## src/hdl/comm_mon_pkg.sv

```systemverilog
package comm_mon_pkg;
  // ************************************
  // register map (byte addresses)
  // ************************************
  localparam logic [7:0] ADDR_CTRL = 8'h00;
  localparam logic [7:0] ADDR_ERR_LIMIT = 8'h04;
  localparam logic [7:0] ADDR_TIMEOUT = 8'h08;
  localparam logic [7:0] ADDR_LAST_ERR = 8'h0c;
  localparam logic [7:0] ADDR_STATUS = 8'h10;
  localparam logic [7:0] ADDR_CNT_BASE = 8'h20;
  localparam logic [7:0] ADDR_HIST_BASE = 8'h40;
  localparam int NUM_CNT = 8;
  localparam int HIST_DEPTH = 10;
  // ************************************
  // control fields and reset values
  // ************************************
  localparam int CTRL_RX_SEL_LSB = 0;
  localparam int CTRL_SLV_RESP = 2;
  localparam int CTRL_ALM_CLR = 3;
  localparam logic [31:0] CTRL_RESET = 32'h0000_0004;
  localparam logic [15:0] ERR_LIMIT_RESET = 16'h0003;
  localparam logic [31:0] TIMEOUT_RESET = 32'h0000_0000;
  // ************************************
  // error and exception codes
  // ************************************
  localparam logic [7:0] ERR_NONE = 8'h00;
  localparam logic [7:0] ERR_TRANS = 8'h84;
  localparam logic [7:0] ALM_TIMEOUT = 8'h85;
  localparam logic [7:0] ERR_UNDEF = 8'h88;
  localparam logic [7:0] ERR_TOOL = 8'h89;
  localparam logic [7:0] ERR_NVM = 8'h8a;
  localparam logic [7:0] ERR_RANGE = 8'h8c;
  localparam logic [7:0] ERR_EXEC = 8'h8d;
  localparam logic [7:0] EXC_FUNC = 8'h01;
  localparam logic [7:0] EXC_ADDR = 8'h02;
  localparam logic [7:0] EXC_DATA = 8'h03;
  localparam logic [7:0] EXC_DEV = 8'h04;
  localparam logic [7:0] FC_DIAG = 8'h08;
  localparam logic [7:0] SUBFN_ECHO = 8'h00;
  localparam logic [15:0] REG_LAST = 16'h57ff;
  localparam logic [16:0] REG_END = 17'h05800;
  localparam int MAX_MSG_BYTES = 256;
  // timeout unit 1 ms at 40 MHz
  localparam int CLK_HZ = 40000000;
  localparam int TICK_MS = 1;
  localparam int TICK_CYC = CLK_HZ / 1000 * TICK_MS;
  // receive counter select
  typedef enum logic [1:0] {RXSEL_ALL = 2'b00, RXSEL_OWN = 2'b01, RXSEL_BAD = 2'b11} rx_sel_t;
  // check state: gray along idle, check, report
  typedef enum logic [1:0] {ST_IDLE = 2'b00, ST_CHECK = 2'b01, ST_REPORT = 2'b11} chk_state_t;
endpackage

```

## src/hdl/modbus_slave_error_monitor.sv

```systemverilog
`timescale 1ns/100ps
// Overview of operation
// RQ1: Keep the latest communication error code readable.
// RQ2: Count received frames; a control field selects which frame class counts.
// RQ3: Count every normal received frame, any address.
// RQ4: Count normal received frames addressed to this slave only.
// RQ5: Count every abnormal received frame, any address.
// RQ6: Abnormal means CRC mismatch or 1.5-character gap loss; else normal.
// RQ7: Count each response frame sent.
// RQ8: Count received bytes and transmitted bytes separately.
// RQ9: Count register writes whose data is rejected.
// RQ10: Keep the ten newest error codes, newest first, cleared at power-up.
// RQ11: Status indicator goes red only for code 84h.
// RQ12: Unsupported function or diagnostic sub-function not 00h gives 88h, exception 01h.
// RQ13: Start register beyond 57FFh or start+count reaching 5800h gives 88h, exception 02h.
// RQ14: Tool download or initialisation gives 89h, exception 04h.
// RQ15: Busy flag or memory alarm gives 8Ah, exception 04h.
// RQ16: Zero count, bad byte count or bad length gives 8Ch, exception 03h.
// RQ17: Written value out of range gives 8Ch, exception 04h.
// RQ18: Command that cannot execute gives 8Dh, exception 04h.
// RQ19: Slave response mode 0 answers slave errors normally.
// RQ20: Transmission errors drop the query, no response, recorded as 84h.
// RQ21: Consecutive transmission errors reaching limit raise alarm 84h; good exchange resets.
// RQ22: No good exchange within timeout raises alarm 85h.
// RQ23: Each monitored value is 32 bits, read as two 16-bit halves.
// RQ24: Counters wrap past maximum and clear at power-up.
module modbus_slave_error_monitor
  import comm_mon_pkg::*;
(
  // clock and reset
  input wire logic SYS_CLK,
  input wire logic RESET_N,
  // apb slave
  input wire logic PSEL,
  input wire logic PENABLE,
  input wire logic PWRITE,
  input wire logic [7:0] PADDR,
  input wire logic [31:0] PWDATA,
  output logic [31:0] PRDATA,
  output logic PREADY,
  output logic PSLVERR,
  // link events from the frame parser
  input wire logic RX_BYTE,
  input wire logic TX_BYTE,
  input wire logic TX_FRAME,
  input wire logic RX_FRAME_END,
  input wire logic RX_OWN_ADDR,
  input wire logic RX_CRC_BAD,
  input wire logic RX_GAP_LOSS,
  input wire logic RX_FRAMING_ERR,
  input wire logic RX_PARITY_ERR,
  input wire logic [8:0] RX_MSG_LEN,
  // decoded query fields
  input wire logic [7:0] Q_FUNC,
  input wire logic Q_FUNC_OK,
  input wire logic [7:0] Q_SUBFN,
  input wire logic [15:0] Q_START,
  input wire logic [15:0] Q_COUNT,
  input wire logic [7:0] Q_BYTES,
  input wire logic Q_LEN_BAD,
  input wire logic Q_IS_WRITE,
  input wire logic Q_VALUE_BAD,
  input wire logic Q_EXEC_BAD,
  // device conditions, asynchronous
  input wire logic TOOL_ACTIVE,
  input wire logic INTERNAL_BUSY_FLAG,
  input wire logic NVM_ALARM,
  // verdict to the responder
  output logic VERDICT_VALID,
  output logic RESP_DISCARD,
  output logic RESP_EXCEPTION,
  output logic [7:0] RESP_EXC_CODE,
  // indicators and alarms
  output logic COMM_STATUS_INDICATOR,
  output logic ALARM_ACTIVE,
  output logic [7:0] ALARM_CODE
);
  // ************************************
  // pin synchronisers
  // ************************************
  logic [2:0] sy_tool;
  logic [2:0] sy_busy;
  logic [2:0] sy_nvm;
  logic tool_q;
  logic busy_q;
  logic nvm_q;
  always_ff @(posedge SYS_CLK)
  begin
    if (!RESET_N)
    begin
      sy_tool <= 3'h0;
      sy_busy <= 3'h0;
      sy_nvm <= 3'h0;
      tool_q <= 1'b0;
      busy_q <= 1'b0;
      nvm_q <= 1'b0;
    end
    else
    begin
      sy_tool <= {sy_tool[1:0], TOOL_ACTIVE};
      sy_busy <= {sy_busy[1:0], INTERNAL_BUSY_FLAG};
      sy_nvm <= {sy_nvm[1:0], NVM_ALARM};
      // a change counts once stages two and three agree
      if (sy_tool[1] == sy_tool[2]) tool_q <= sy_tool[2];
      if (sy_busy[1] == sy_busy[2]) busy_q <= sy_busy[2];
      if (sy_nvm[1] == sy_nvm[2]) nvm_q <= sy_nvm[2];
    end
  end

  // ************************************
  // apb registers
  // ************************************
  logic [31:0] ctrl;
  logic [15:0] err_limit;
  logic [31:0] timeout_ms;
  logic [31:0] next_ctrl;
  logic [15:0] next_err_limit;
  logic [31:0] next_timeout_ms;
  logic wr_en;
  logic rd_en;
  logic alm_clr;
  assign wr_en = PSEL && PENABLE && PWRITE;
  assign rd_en = PSEL && !PENABLE && !PWRITE;
  assign PREADY = 1'b1;
  assign alm_clr = wr_en && (PADDR == ADDR_CTRL) && PWDATA[CTRL_ALM_CLR];

  always_comb
  begin
    next_ctrl = ctrl;
    next_err_limit = err_limit;
    next_timeout_ms = timeout_ms;
    if (wr_en && PADDR == ADDR_CTRL)
    begin
      next_ctrl = PWDATA & 32'h0000_0007;
    end
    else if (wr_en && PADDR == ADDR_ERR_LIMIT)
    begin
      next_err_limit = PWDATA[15:0];
    end
    else if (wr_en && PADDR == ADDR_TIMEOUT)
    begin
      next_timeout_ms = PWDATA;
    end
  end

  always_ff @(posedge SYS_CLK)
  begin
    if (!RESET_N)
    begin
      ctrl <= CTRL_RESET;
      err_limit <= ERR_LIMIT_RESET;
      timeout_ms <= TIMEOUT_RESET;
    end
    else
    begin
      ctrl <= next_ctrl;
      err_limit <= next_err_limit;
      timeout_ms <= next_timeout_ms;
    end
  end

  rx_sel_t rx_sel;
  assign rx_sel = rx_sel_t'(ctrl[CTRL_RX_SEL_LSB +: 2]);

  // ************************************
  // frame classification
  // ************************************
  logic trans_err;
  logic rx_good;
  logic rx_bad;
  logic [NUM_CNT-1:0] cnt_inc;
  logic [31:0] cnt [NUM_CNT];
  logic rx_sel_hit;
  // RQ20 transmission errors
  assign trans_err = RX_FRAMING_ERR || RX_PARITY_ERR || RX_CRC_BAD || (int'(RX_MSG_LEN) > MAX_MSG_BYTES);
  // RQ6 normal versus abnormal
  assign rx_bad = RX_FRAME_END && (RX_CRC_BAD || RX_GAP_LOSS);
  assign rx_good = RX_FRAME_END && !(RX_CRC_BAD || RX_GAP_LOSS);

  // RQ2 selectable receive count
  always_comb
  begin
    case (rx_sel)
      RXSEL_OWN: rx_sel_hit = rx_good && RX_OWN_ADDR;
      RXSEL_BAD: rx_sel_hit = rx_bad;
      default: rx_sel_hit = RX_FRAME_END;
    endcase
  end

  // RQ3 RQ4 RQ5 frame class counters
  // RQ7 RQ8 link traffic counters
  assign cnt_inc[0] = rx_sel_hit;
  assign cnt_inc[1] = rx_good;
  assign cnt_inc[2] = rx_good && RX_OWN_ADDR;
  assign cnt_inc[3] = rx_bad;
  assign cnt_inc[4] = TX_FRAME;
  assign cnt_inc[5] = RX_BYTE;
  assign cnt_inc[6] = TX_BYTE;

  // ************************************
  // command checks
  // ************************************
  chk_state_t state;
  chk_state_t next_state;
  logic [7:0] err_code;
  logic [7:0] exc_code;
  logic [7:0] next_err_code;
  logic [7:0] next_exc_code;
  logic slave_err;
  logic next_slave_err;
  // write flag kept with the frame, the query fields do not stand past it
  logic q_wr;
  logic [16:0] reg_end;
  assign reg_end = {1'b0, Q_START} + {1'b0, Q_COUNT};

  always_comb
  begin
    next_err_code = ERR_NONE;
    next_exc_code = 8'h00;
    next_slave_err = 1'b0;
    // RQ20 discard on transmission error
    if (trans_err)
    begin
      next_err_code = ERR_TRANS;
    end
    // RQ12 undefined function
    else if (!Q_FUNC_OK || (Q_FUNC == FC_DIAG && Q_SUBFN != SUBFN_ECHO))
    begin
      next_err_code = ERR_UNDEF;
      next_exc_code = EXC_FUNC;
    end
    // RQ13 address window
    else if (Q_START > REG_LAST || reg_end >= REG_END)
    begin
      next_err_code = ERR_UNDEF;
      next_exc_code = EXC_ADDR;
    end
    // RQ16 malformed data
    else if (Q_COUNT == 16'h0000 || (Q_IS_WRITE && {8'h00, Q_BYTES} != {Q_COUNT[14:0], 1'b0}) || Q_LEN_BAD)
    begin
      next_err_code = ERR_RANGE;
      next_exc_code = EXC_DATA;
    end
    // RQ14 tool session
    else if (tool_q)
    begin
      next_err_code = ERR_TOOL;
      next_exc_code = EXC_DEV;
      next_slave_err = 1'b1;
    end
    // RQ15 memory busy
    else if (busy_q || nvm_q)
    begin
      next_err_code = ERR_NVM;
      next_exc_code = EXC_DEV;
      next_slave_err = 1'b1;
    end
    // RQ17 value out of range
    else if (Q_VALUE_BAD)
    begin
      next_err_code = ERR_RANGE;
      next_exc_code = EXC_DEV;
      next_slave_err = 1'b1;
    end
    // RQ18 execution refused
    else if (Q_EXEC_BAD)
    begin
      next_err_code = ERR_EXEC;
      next_exc_code = EXC_DEV;
      next_slave_err = 1'b1;
    end
  end

  always_comb
  begin
    case (state)
      ST_IDLE: next_state = RX_FRAME_END ? ST_CHECK : ST_IDLE;
      ST_CHECK: next_state = ST_REPORT;
      default: next_state = ST_IDLE;
    endcase
  end

  logic latch;
  assign latch = RX_FRAME_END && state == ST_IDLE;
  always_ff @(posedge SYS_CLK)
  begin
    if (!RESET_N)
    begin
      state <= ST_IDLE;
      err_code <= ERR_NONE;
      exc_code <= 8'h00;
      slave_err <= 1'b0;
      q_wr <= 1'b0;
    end
    else
    begin
      state <= next_state;
      if (latch)
      begin
        err_code <= next_err_code;
        exc_code <= next_exc_code;
        slave_err <= next_slave_err;
        q_wr <= Q_IS_WRITE;
      end
    end
  end

  // ************************************
  // verdict and statistics
  // ************************************
  logic is_err;
  logic is_trans;
  logic proper;
  logic report;
  assign report = state == ST_CHECK;
  assign is_err = err_code != ERR_NONE;
  assign is_trans = err_code == ERR_TRANS;
  assign proper = report && !is_err;
  assign VERDICT_VALID = report;
  assign RESP_DISCARD = report && is_trans;
  // RQ19 slave errors may answer normally
  assign RESP_EXCEPTION = report && is_err && !is_trans && !(slave_err && !ctrl[CTRL_SLV_RESP]);
  assign RESP_EXC_CODE = exc_code;
  // RQ9 rejected writes
  assign cnt_inc[7] = report && q_wr && is_err && !is_trans;

  // RQ24 wrapping counters
  genvar g;
  generate
    for (g = 0; g < NUM_CNT; g++)
    begin : g_cnt
      stat_counter #(.WIDTH(32)) u_cnt (
        .clk(SYS_CLK),
        .reset_n(RESET_N),
        .inc(cnt_inc[g]),
        .count(cnt[g])
      );
    end
  endgenerate

  // RQ10 ten-deep history
  logic [7:0] hist_data;
  err_history #(.DEPTH(HIST_DEPTH)) u_hist (
    .clk(SYS_CLK),
    .reset_n(RESET_N),
    .push(report && is_err),
    .code(err_code),
    .rd_idx(PADDR[5:2]),
    .rd_data(hist_data)
  );

  // ************************************
  // alarms and indicator
  // ************************************
  logic [15:0] consec;
  logic [15:0] next_consec;
  logic [31:0] ms_cnt;
  logic [31:0] next_ms_cnt;
  logic [15:0] tick;
  logic [15:0] next_tick;
  logic [1:0] alarm;
  logic [1:0] next_alarm;
  logic [7:0] last_err;
  logic [7:0] next_last_err;
  logic ind;
  logic next_ind;

  always_comb
  begin
    next_consec = consec;
    next_tick = (int'(tick) == TICK_CYC - 1) ? 16'h0000 : tick + 16'h0001;
    next_ms_cnt = ms_cnt;
    next_alarm = alarm;
    next_last_err = last_err;
    next_ind = ind;
    if (alm_clr)
    begin
      next_alarm = 2'b00;
    end
    // RQ21 consecutive transmission errors
    if (report && is_trans)
    begin
      next_consec = consec + 16'h0001;
      if (err_limit != 16'h0000 && next_consec >= err_limit) next_alarm[0] = 1'b1;
    end
    else if (proper)
    begin
      next_consec = 16'h0000;
    end
    // RQ22 timeout restarted by a proper exchange
    if (proper)
    begin
      next_ms_cnt = 32'h0;
      next_tick = 16'h0000;
    end
    else if (timeout_ms != 32'h0 && int'(tick) == TICK_CYC - 1 && ms_cnt != timeout_ms)
    begin
      next_ms_cnt = ms_cnt + 32'h1;
      if (ms_cnt + 32'h1 == timeout_ms) next_alarm[1] = 1'b1;
    end
    // RQ1 latest error code
    // RQ11 indicator red only on 84h
    if (report && is_err)
    begin
      next_last_err = err_code;
      next_ind = is_trans;
    end
  end

  always_ff @(posedge SYS_CLK)
  begin
    if (!RESET_N)
    begin
      consec <= 16'h0000;
      tick <= 16'h0000;
      ms_cnt <= 32'h0;
      alarm <= 2'b00;
      last_err <= ERR_NONE;
      ind <= 1'b0;
    end
    else
    begin
      consec <= next_consec;
      tick <= next_tick;
      ms_cnt <= next_ms_cnt;
      alarm <= next_alarm;
      last_err <= next_last_err;
      ind <= next_ind;
    end
  end
  assign COMM_STATUS_INDICATOR = ind;
  assign ALARM_ACTIVE = |alarm;
  assign ALARM_CODE = alarm[0] ? ERR_TRANS : (alarm[1] ? ALM_TIMEOUT : ERR_NONE);

  // ************************************
  // apb read mux
  // ************************************
  // RQ23 each value a 32-bit word, two modbus halves
  logic [31:0] next_prdata;
  logic next_pslverr;
  always_comb
  begin
    next_prdata = 32'h0;
    next_pslverr = 1'b0;
    if (PADDR == ADDR_CTRL) next_prdata = ctrl;
    else if (PADDR == ADDR_ERR_LIMIT) next_prdata = {16'h0000, err_limit};
    else if (PADDR == ADDR_TIMEOUT) next_prdata = timeout_ms;
    else if (PADDR == ADDR_LAST_ERR) next_prdata = {24'h0, last_err};
    else if (PADDR == ADDR_STATUS) next_prdata = {16'h0, ALARM_CODE, 6'h0, ind, ALARM_ACTIVE};
    else if (PADDR >= ADDR_CNT_BASE && PADDR < ADDR_HIST_BASE && PADDR[1:0] == 2'b00) next_prdata = cnt[PADDR[4:2]];
    else if (PADDR >= ADDR_HIST_BASE && int'(PADDR[5:2]) < HIST_DEPTH && PADDR[7:6] == 2'b01) next_prdata = 32'h0;
    else next_pslverr = 1'b1;
  end

  logic hist_sel;
  logic [31:0] rd_reg;
  logic err_reg;
  always_ff @(posedge SYS_CLK)
  begin
    if (!RESET_N)
    begin
      rd_reg <= 32'h0;
      err_reg <= 1'b0;
      hist_sel <= 1'b0;
    end
    else if (PSEL && !PENABLE)
    begin
      rd_reg <= next_prdata;
      err_reg <= next_pslverr;
      hist_sel <= rd_en && PADDR[7:6] == 2'b01 && int'(PADDR[5:2]) < HIST_DEPTH;
    end
  end
  assign PRDATA = hist_sel ? {24'h0, hist_data} : rd_reg;
  assign PSLVERR = PSEL && PENABLE && err_reg;

  // ************************************
  // checks
  // ************************************
  property p_discard;
    @(posedge SYS_CLK) disable iff (!RESET_N) RX_FRAME_END && trans_err && state == ST_IDLE |=> RESP_DISCARD && !RESP_EXCEPTION;
  endproperty
  a_discard: assert property (p_discard) else $error("transmission error not discarded"); // RQ20
  property p_undef;
    @(posedge SYS_CLK) disable iff (!RESET_N)
      RX_FRAME_END && state == ST_IDLE && !trans_err && !Q_FUNC_OK |=> RESP_EXC_CODE == EXC_FUNC && !RESP_DISCARD;
  endproperty
  a_undef: assert property (p_undef) else $error("bad function not reported"); // RQ12
  property p_ind;
    @(posedge SYS_CLK) disable iff (!RESET_N) report && is_err |=> COMM_STATUS_INDICATOR == (last_err == ERR_TRANS);
  endproperty
  a_ind: assert property (p_ind) else $error("indicator wrong"); // RQ11
  property p_good;
    @(posedge SYS_CLK) disable iff (!RESET_N) rx_good |=> cnt[1] == $past(cnt[1]) + 32'h1;
  endproperty
  a_good: assert property (p_good) else $error("normal counter missed"); // RQ3
  property p_bad;
    @(posedge SYS_CLK) disable iff (!RESET_N) RX_FRAME_END && RX_GAP_LOSS |=> cnt[3] == $past(cnt[3]) + 32'h1;
  endproperty
  a_bad: assert property (p_bad) else $error("abnormal counter missed"); // RQ5
  property p_own;
    @(posedge SYS_CLK) disable iff (!RESET_N) !(rx_good && RX_OWN_ADDR) |=> cnt[2] == $past(cnt[2]);
  endproperty
  a_own: assert property (p_own) else $error("own counter moved"); // RQ4
  property p_reset_consec;
    @(posedge SYS_CLK) disable iff (!RESET_N) proper |=> consec == 16'h0000 && ms_cnt == 32'h0;
  endproperty
  a_reset_consec: assert property (p_reset_consec) else $error("proper exchange did not reset"); // RQ21
  property p_txb;
    @(posedge SYS_CLK) disable iff (!RESET_N) TX_BYTE |=> cnt[6] != $past(cnt[6]);
  endproperty
  a_txb: assert property (p_txb) else $error("tx byte not counted"); // RQ8
  c_trans: cover property (@(posedge SYS_CLK) disable iff (!RESET_N) RESP_DISCARD);
  c_alarm: cover property (@(posedge SYS_CLK) disable iff (!RESET_N) alarm[0]);
  c_exc: cover property (@(posedge SYS_CLK) disable iff (!RESET_N) RESP_EXCEPTION);
endmodule

```

## src/hdl/err_history.sv

```systemverilog
`timescale 1ns/100ps
module err_history
  import comm_mon_pkg::*;
#(
  parameter int DEPTH = 10
)
(
  input wire logic clk,
  input wire logic reset_n,
  input wire logic push,
  input wire logic [7:0] code,
  input wire logic [3:0] rd_idx,
  output logic [7:0] rd_data
);
  logic [7:0] mem [DEPTH];
  logic [7:0] next_mem [DEPTH];
  logic [7:0] next_rd_data;

  // ************************************
  // shift register, newest at slot 0
  // ************************************
  always_comb
  begin
    for (int i = 0; i < DEPTH; i++)
    begin
      next_mem[i] = mem[i];
    end
    if (push)
    begin
      next_mem[0] = code;
      for (int i = 1; i < DEPTH; i++)
      begin
        next_mem[i] = mem[i-1];
      end
    end
    next_rd_data = (int'(rd_idx) < DEPTH) ? mem[rd_idx] : 8'h00;
  end

  always_ff @(posedge clk)
  begin
    if (!reset_n)
    begin
      for (int i = 0; i < DEPTH; i++)
      begin
        mem[i] <= 8'h00;
      end
      rd_data <= 8'h00;
    end
    else
    begin
      mem <= next_mem;
      rd_data <= next_rd_data;
    end
  end
endmodule

```

## src/hdl/stat_counter.sv

```systemverilog
`timescale 1ns/100ps
module stat_counter #(
  parameter int WIDTH = 32
)
(
  input wire logic clk,
  input wire logic reset_n,
  input wire logic inc,
  output logic [WIDTH-1:0] count
);
  logic [WIDTH-1:0] next_count;

  // wraps to zero naturally after all ones
  always_comb
  begin
    next_count = inc ? count + 1'b1 : count;
  end

  always_ff @(posedge clk)
  begin
    if (!reset_n)
    begin
      count <= '0;
    end
    else
    begin
      count <= next_count;
    end
  end
endmodule

```

## config.mk

```make
export PLATFORM = sky130hd
export DESIGN_NAME = modbus_slave_error_monitor
export DESIGN_NICKNAME = d
export VERILOG_FILES = /design/src/hdl/comm_mon_pkg.sv /design/src/hdl/modbus_slave_error_monitor.sv /design/src/hdl/err_history.sv /design/src/hdl/stat_counter.sv
export SDC_FILE = /design/constraint.sdc
export NUM_CORES = 1
export LEC_CHECK = 0
export BUFFER_PORTS_ARGS = -buffer_cell sky130_fd_sc_hd__buf_2
export CAP_MARGIN = 20
export CORE_ASPECT_RATIO = 1.25
export CORE_MARGIN = 3
export CORE_UTILIZATION = 60
export DETAILED_ROUTE_END_ITERATION = 10
export PLACE_DENSITY = 0.87
export SLEW_MARGIN = 20
export SYNTH_ARGS = -nofsm -noshare
export SYNTH_HDL_FRONTEND = slang
export SYNTH_SLANG_ARGS = --single-unit
```

## constraint.sdc

```tcl
create_clock -name SYS_CLK -period 7.2 [get_ports SYS_CLK]
set_input_delay 0.36 -clock SYS_CLK [delete_from_list [all_inputs] [get_ports SYS_CLK]]
set_output_delay 0.36 -clock SYS_CLK [all_outputs]
set_load 0.01 [all_outputs]
```

==> metrics.txt <==
Clock Skew=0.0236 ns; Leak Pwr=10.4 nW; Worst Path Buf+Inv=1; Arr. time, crit path=3.49 ns; Worst Reg-to-Reg Cells=11; TritonCTS Buffers=48; # IOs=182; Final Setup Violations=0; Hold Crit Endpoint=timeout_ms[28]$_SDFFE_PN0P_; part of the cycle the worst path needs=42.5%; area leader, netlist=dfxtp_1; Top FF cell, synth=dfxtp_1; fin. max-slew vios=0; Post-route DRC=0; Post-synth EDFFs=0; clock buffer depth=3; Final min period=3.06 ns; register area share after synthesis=between 30% and 40%; Antenna Cells=0; clk root buf=clkbuf_16; share of the synthesized area in the top cell type=38.8%; layout cell share with drive strength beyond 1=11.9%; largest net degree at the start of global routing=between 200 and 250; Largest register FFs=256; Internal Power=between 0.004 and 0.005 W; RSZ-0062 raised after global routing=false; Initial DRC Count=between 2,000 and 2,500; CP Max Fanout=7; routed vias=roughly 22,000; Die Footprint=0.0443 mm2; Combinational Power Share=around 5.3%; Crit Reg-Reg Endpoint=alarm[0]$_SDFF_PN0_; Reg2Reg Setup Slack=around 4.1 ns; Async SR Flop Fraction=0%; Top delay family on crit path=compound AO/OA/AOI/OAI gates; Core ar.=0.0412 mm2; Most Frequent Cell on Critical Path=ha_1; Critical-path top delay cell=dfxtp_1; num rows=a little over 80; post-cts sizing count=0; clock transition at the registers of the reported paths=0.06 ns; WS Path Type=flip-flop to flip-flop; syn_area_per_cell=approximately 8.5 um2; first-pass GRT wire length=roughly 110,000 um; CP cell instances=ha_1, inv_1, nor3_1, and3_1, xor2_1, ha_1, a21oi_1, nor2b_1, a2111oi_0, o21ai_0, o2bb2ai_1; CP max stage delay=0.47 ns; HP Start=PWDATA[28]; max_slew headroom=24.0%; Layout area overhead=10.3%; Tightest Pin Transition=1.14 ns; Synth Instances=2,943; Reg with most FFs=g_cnt.u_cnt.count; worst min-delay path class=input port to flip-flop; die height=~230 um; CTS tree=yes; Critical Path RT=7.64 ns; vias in the first global route=21,866; Final nets=between 3,000 and 4,000; fmax=0.327 GHz; Sw Pwr=0.00129 W; Die Width=189 um; final WL=68,200 um; drt pass-1 iters=5; WHS Path Cells=3; setup tns final=0 ns; ANT nets after route=0; Post-DP HPWL=48,400 um; initial antenna violation count=0; DR WL/cell=18.9 um; top flop regs=g_cnt.u_cnt.count x256, u_hist.mem x45; Power per Cell Area=201 mW/mm2; Levels on crit path=11; top cells by area, synth=dfxtp_1 39%, xor2_1 8.2%, mux4_2 6.6%; Via density=6.15; Clock power frac=roughly 46%; dpl ws=3.83 ns; synthesized cell area=0.0251 mm2; FF-to-FF Start=consec[0]$_SDFFE_PN0P_; buffers added on ports=170; final hold vios=0; Clock Latency Late Sink=about 0.58 ns; switch share=23.2%; grt total ovfl=0; synthesized flop and latch total=486; placed cells=3,517; Flop pwr share=between 40 and 50%; Yosys cell types=between 70 and 80; Final GP Congestion=1.00; crit path launch=consec[0]$_SDFFE_PN0P_; synth warn=0; Starting Density=60.8%; Layout Cells excl Fill=3,606; Max VDD drop=between 150 and 200 uV; Clock Sinks=between 400 and 500; post-CTS setup buffers=0; Fillers=3,147; max cap viols=0; Final WS setup=4.14 ns; CTS H-tree depth=2; outcome=finished clean; Crit. End Element=flip-flop; CP Launch Type=flip-flop; GRT Total Usage=between 30% and 40%
synthesized netlist by cell type (all sizes together), types with 25 or more instances:
cell type / number
nor2b: 42
xnor2: 95
a21oi: 185
inv: 46
and4: 25
and2: 34
xor2: 235
nor4: 40
nand3: 119
or3: 52
ha: 43
mux4: 74
a22oi: 31
dfxtp: 486
clkbuf: 123
nor2: 401
o21ai: 95
buf: 50
mux2i: 56
nand2: 382
and3: 71
nand4: 79
nor3: 33
per-stage QoR:
step	instance area (um2)	total power, W	hold slack [ns]	utilization [%]
finish	27700	0.00556	0.0311	67.1
global route	27700	0.00570	0.0280	67.1
CTS	27700	0.00557	0.00559	67.1
detailed placement	26100	0.00307	0.421	63.2
global placement	26100	0.00306	0.415	63.2
floorplan	25100	0.00297	0.412	-
how the worst max path moves through the flow:
| stage | slack (ns) | to |
|---|---|---|
| after global placement | 3.97 | rd_reg[15]$_SDFFE_PN0P_ |
| final | 4.14 | alarm[0]$_SDFF_PN0_ |
| after detailed placement | 3.83 | rd_reg[15]$_SDFFE_PN0P_ |
| after CTS | 4.14 | alarm[0]$_SDFF_PN0_ |
| after floorplan | 4.64 | alarm[0]$_SDFF_PN0_ |
| after global routing | 3.88 | alarm[0]$_SDFF_PN0_ |
cell type report:
type | instances | area [um2] | share of cell area (%)
Multi-Input combinational cell | 2246 | 14500 | 52.3
Sequential cell | 486 | 9730 | 35.2
Clock buffer | 68 | 1360 | 4.91
Timing Repair Buffer | 189 | 1020 | 3.68
Tap cell | 552 | 691 | 2.50
Clock inverter | 18 | 213 | 0.769
Inverter | 47 | 184 | 0.665
layer usage:
metal	track usage [%]	vias up	wire [um]	part of all wire (%)
li1	-	10350	-	-
met1	36.9	10700	26400	39
met2	52.7	952	33800	50
met3	4.24	192	4900	7.2
met4	14.2	0	3100	4.5
met5	0	-	0	0
cells in the final DEF, fill, tap and decap left out, types with 74 or more instances in the layout:
cell     count
dfxtp_1    486
a21oi_1    184
mux4_2      74
xor2_1     235
nand2_1    382
nand4_1     78
o21ai_0     91
nor2_1     399
nand3_1    118
buf_2      168
xnor2_1     95
what timing repair did:
action                                 in CTS  in global routing
setup endpoints to repair                   0                  0
hold buffers                                3                  0
endpoints found under the hold margin       3                  0
tightest hold or removal path, stage by stage:
cell     delay, ns
buf_2         0.10
nand2_1       0.05
a21oi_1       0.05
power by group through the flow:
stage	Clock, W	Sequential (W)	Combinational (W)
floorplan	0	0.00278	0.000199
global placement	0	0.00278	0.000279
detailed placement	0	0.00278	0.000288
CTS	0.00256	0.00272	0.000292
global route	0.00266	0.00272	0.000322
finish	0.00254	0.00272	0.000297
cell families after synthesis:
kind of cell	count (synthesis)	share of synthesized area (%)
other	2	0.0299
adder cells (fa/ha/maj)	44	2.23
buffers and inverters	220	3.65
flip-flops	486	38.8
multiplexers	137	9.20
XOR/XNOR	330	11.5
AND/OR/NAND/NOR	1318	25.0
AO/OA/AOI/OAI	406	9.59
Note: power is estimated with default switching activity, not from simulation.
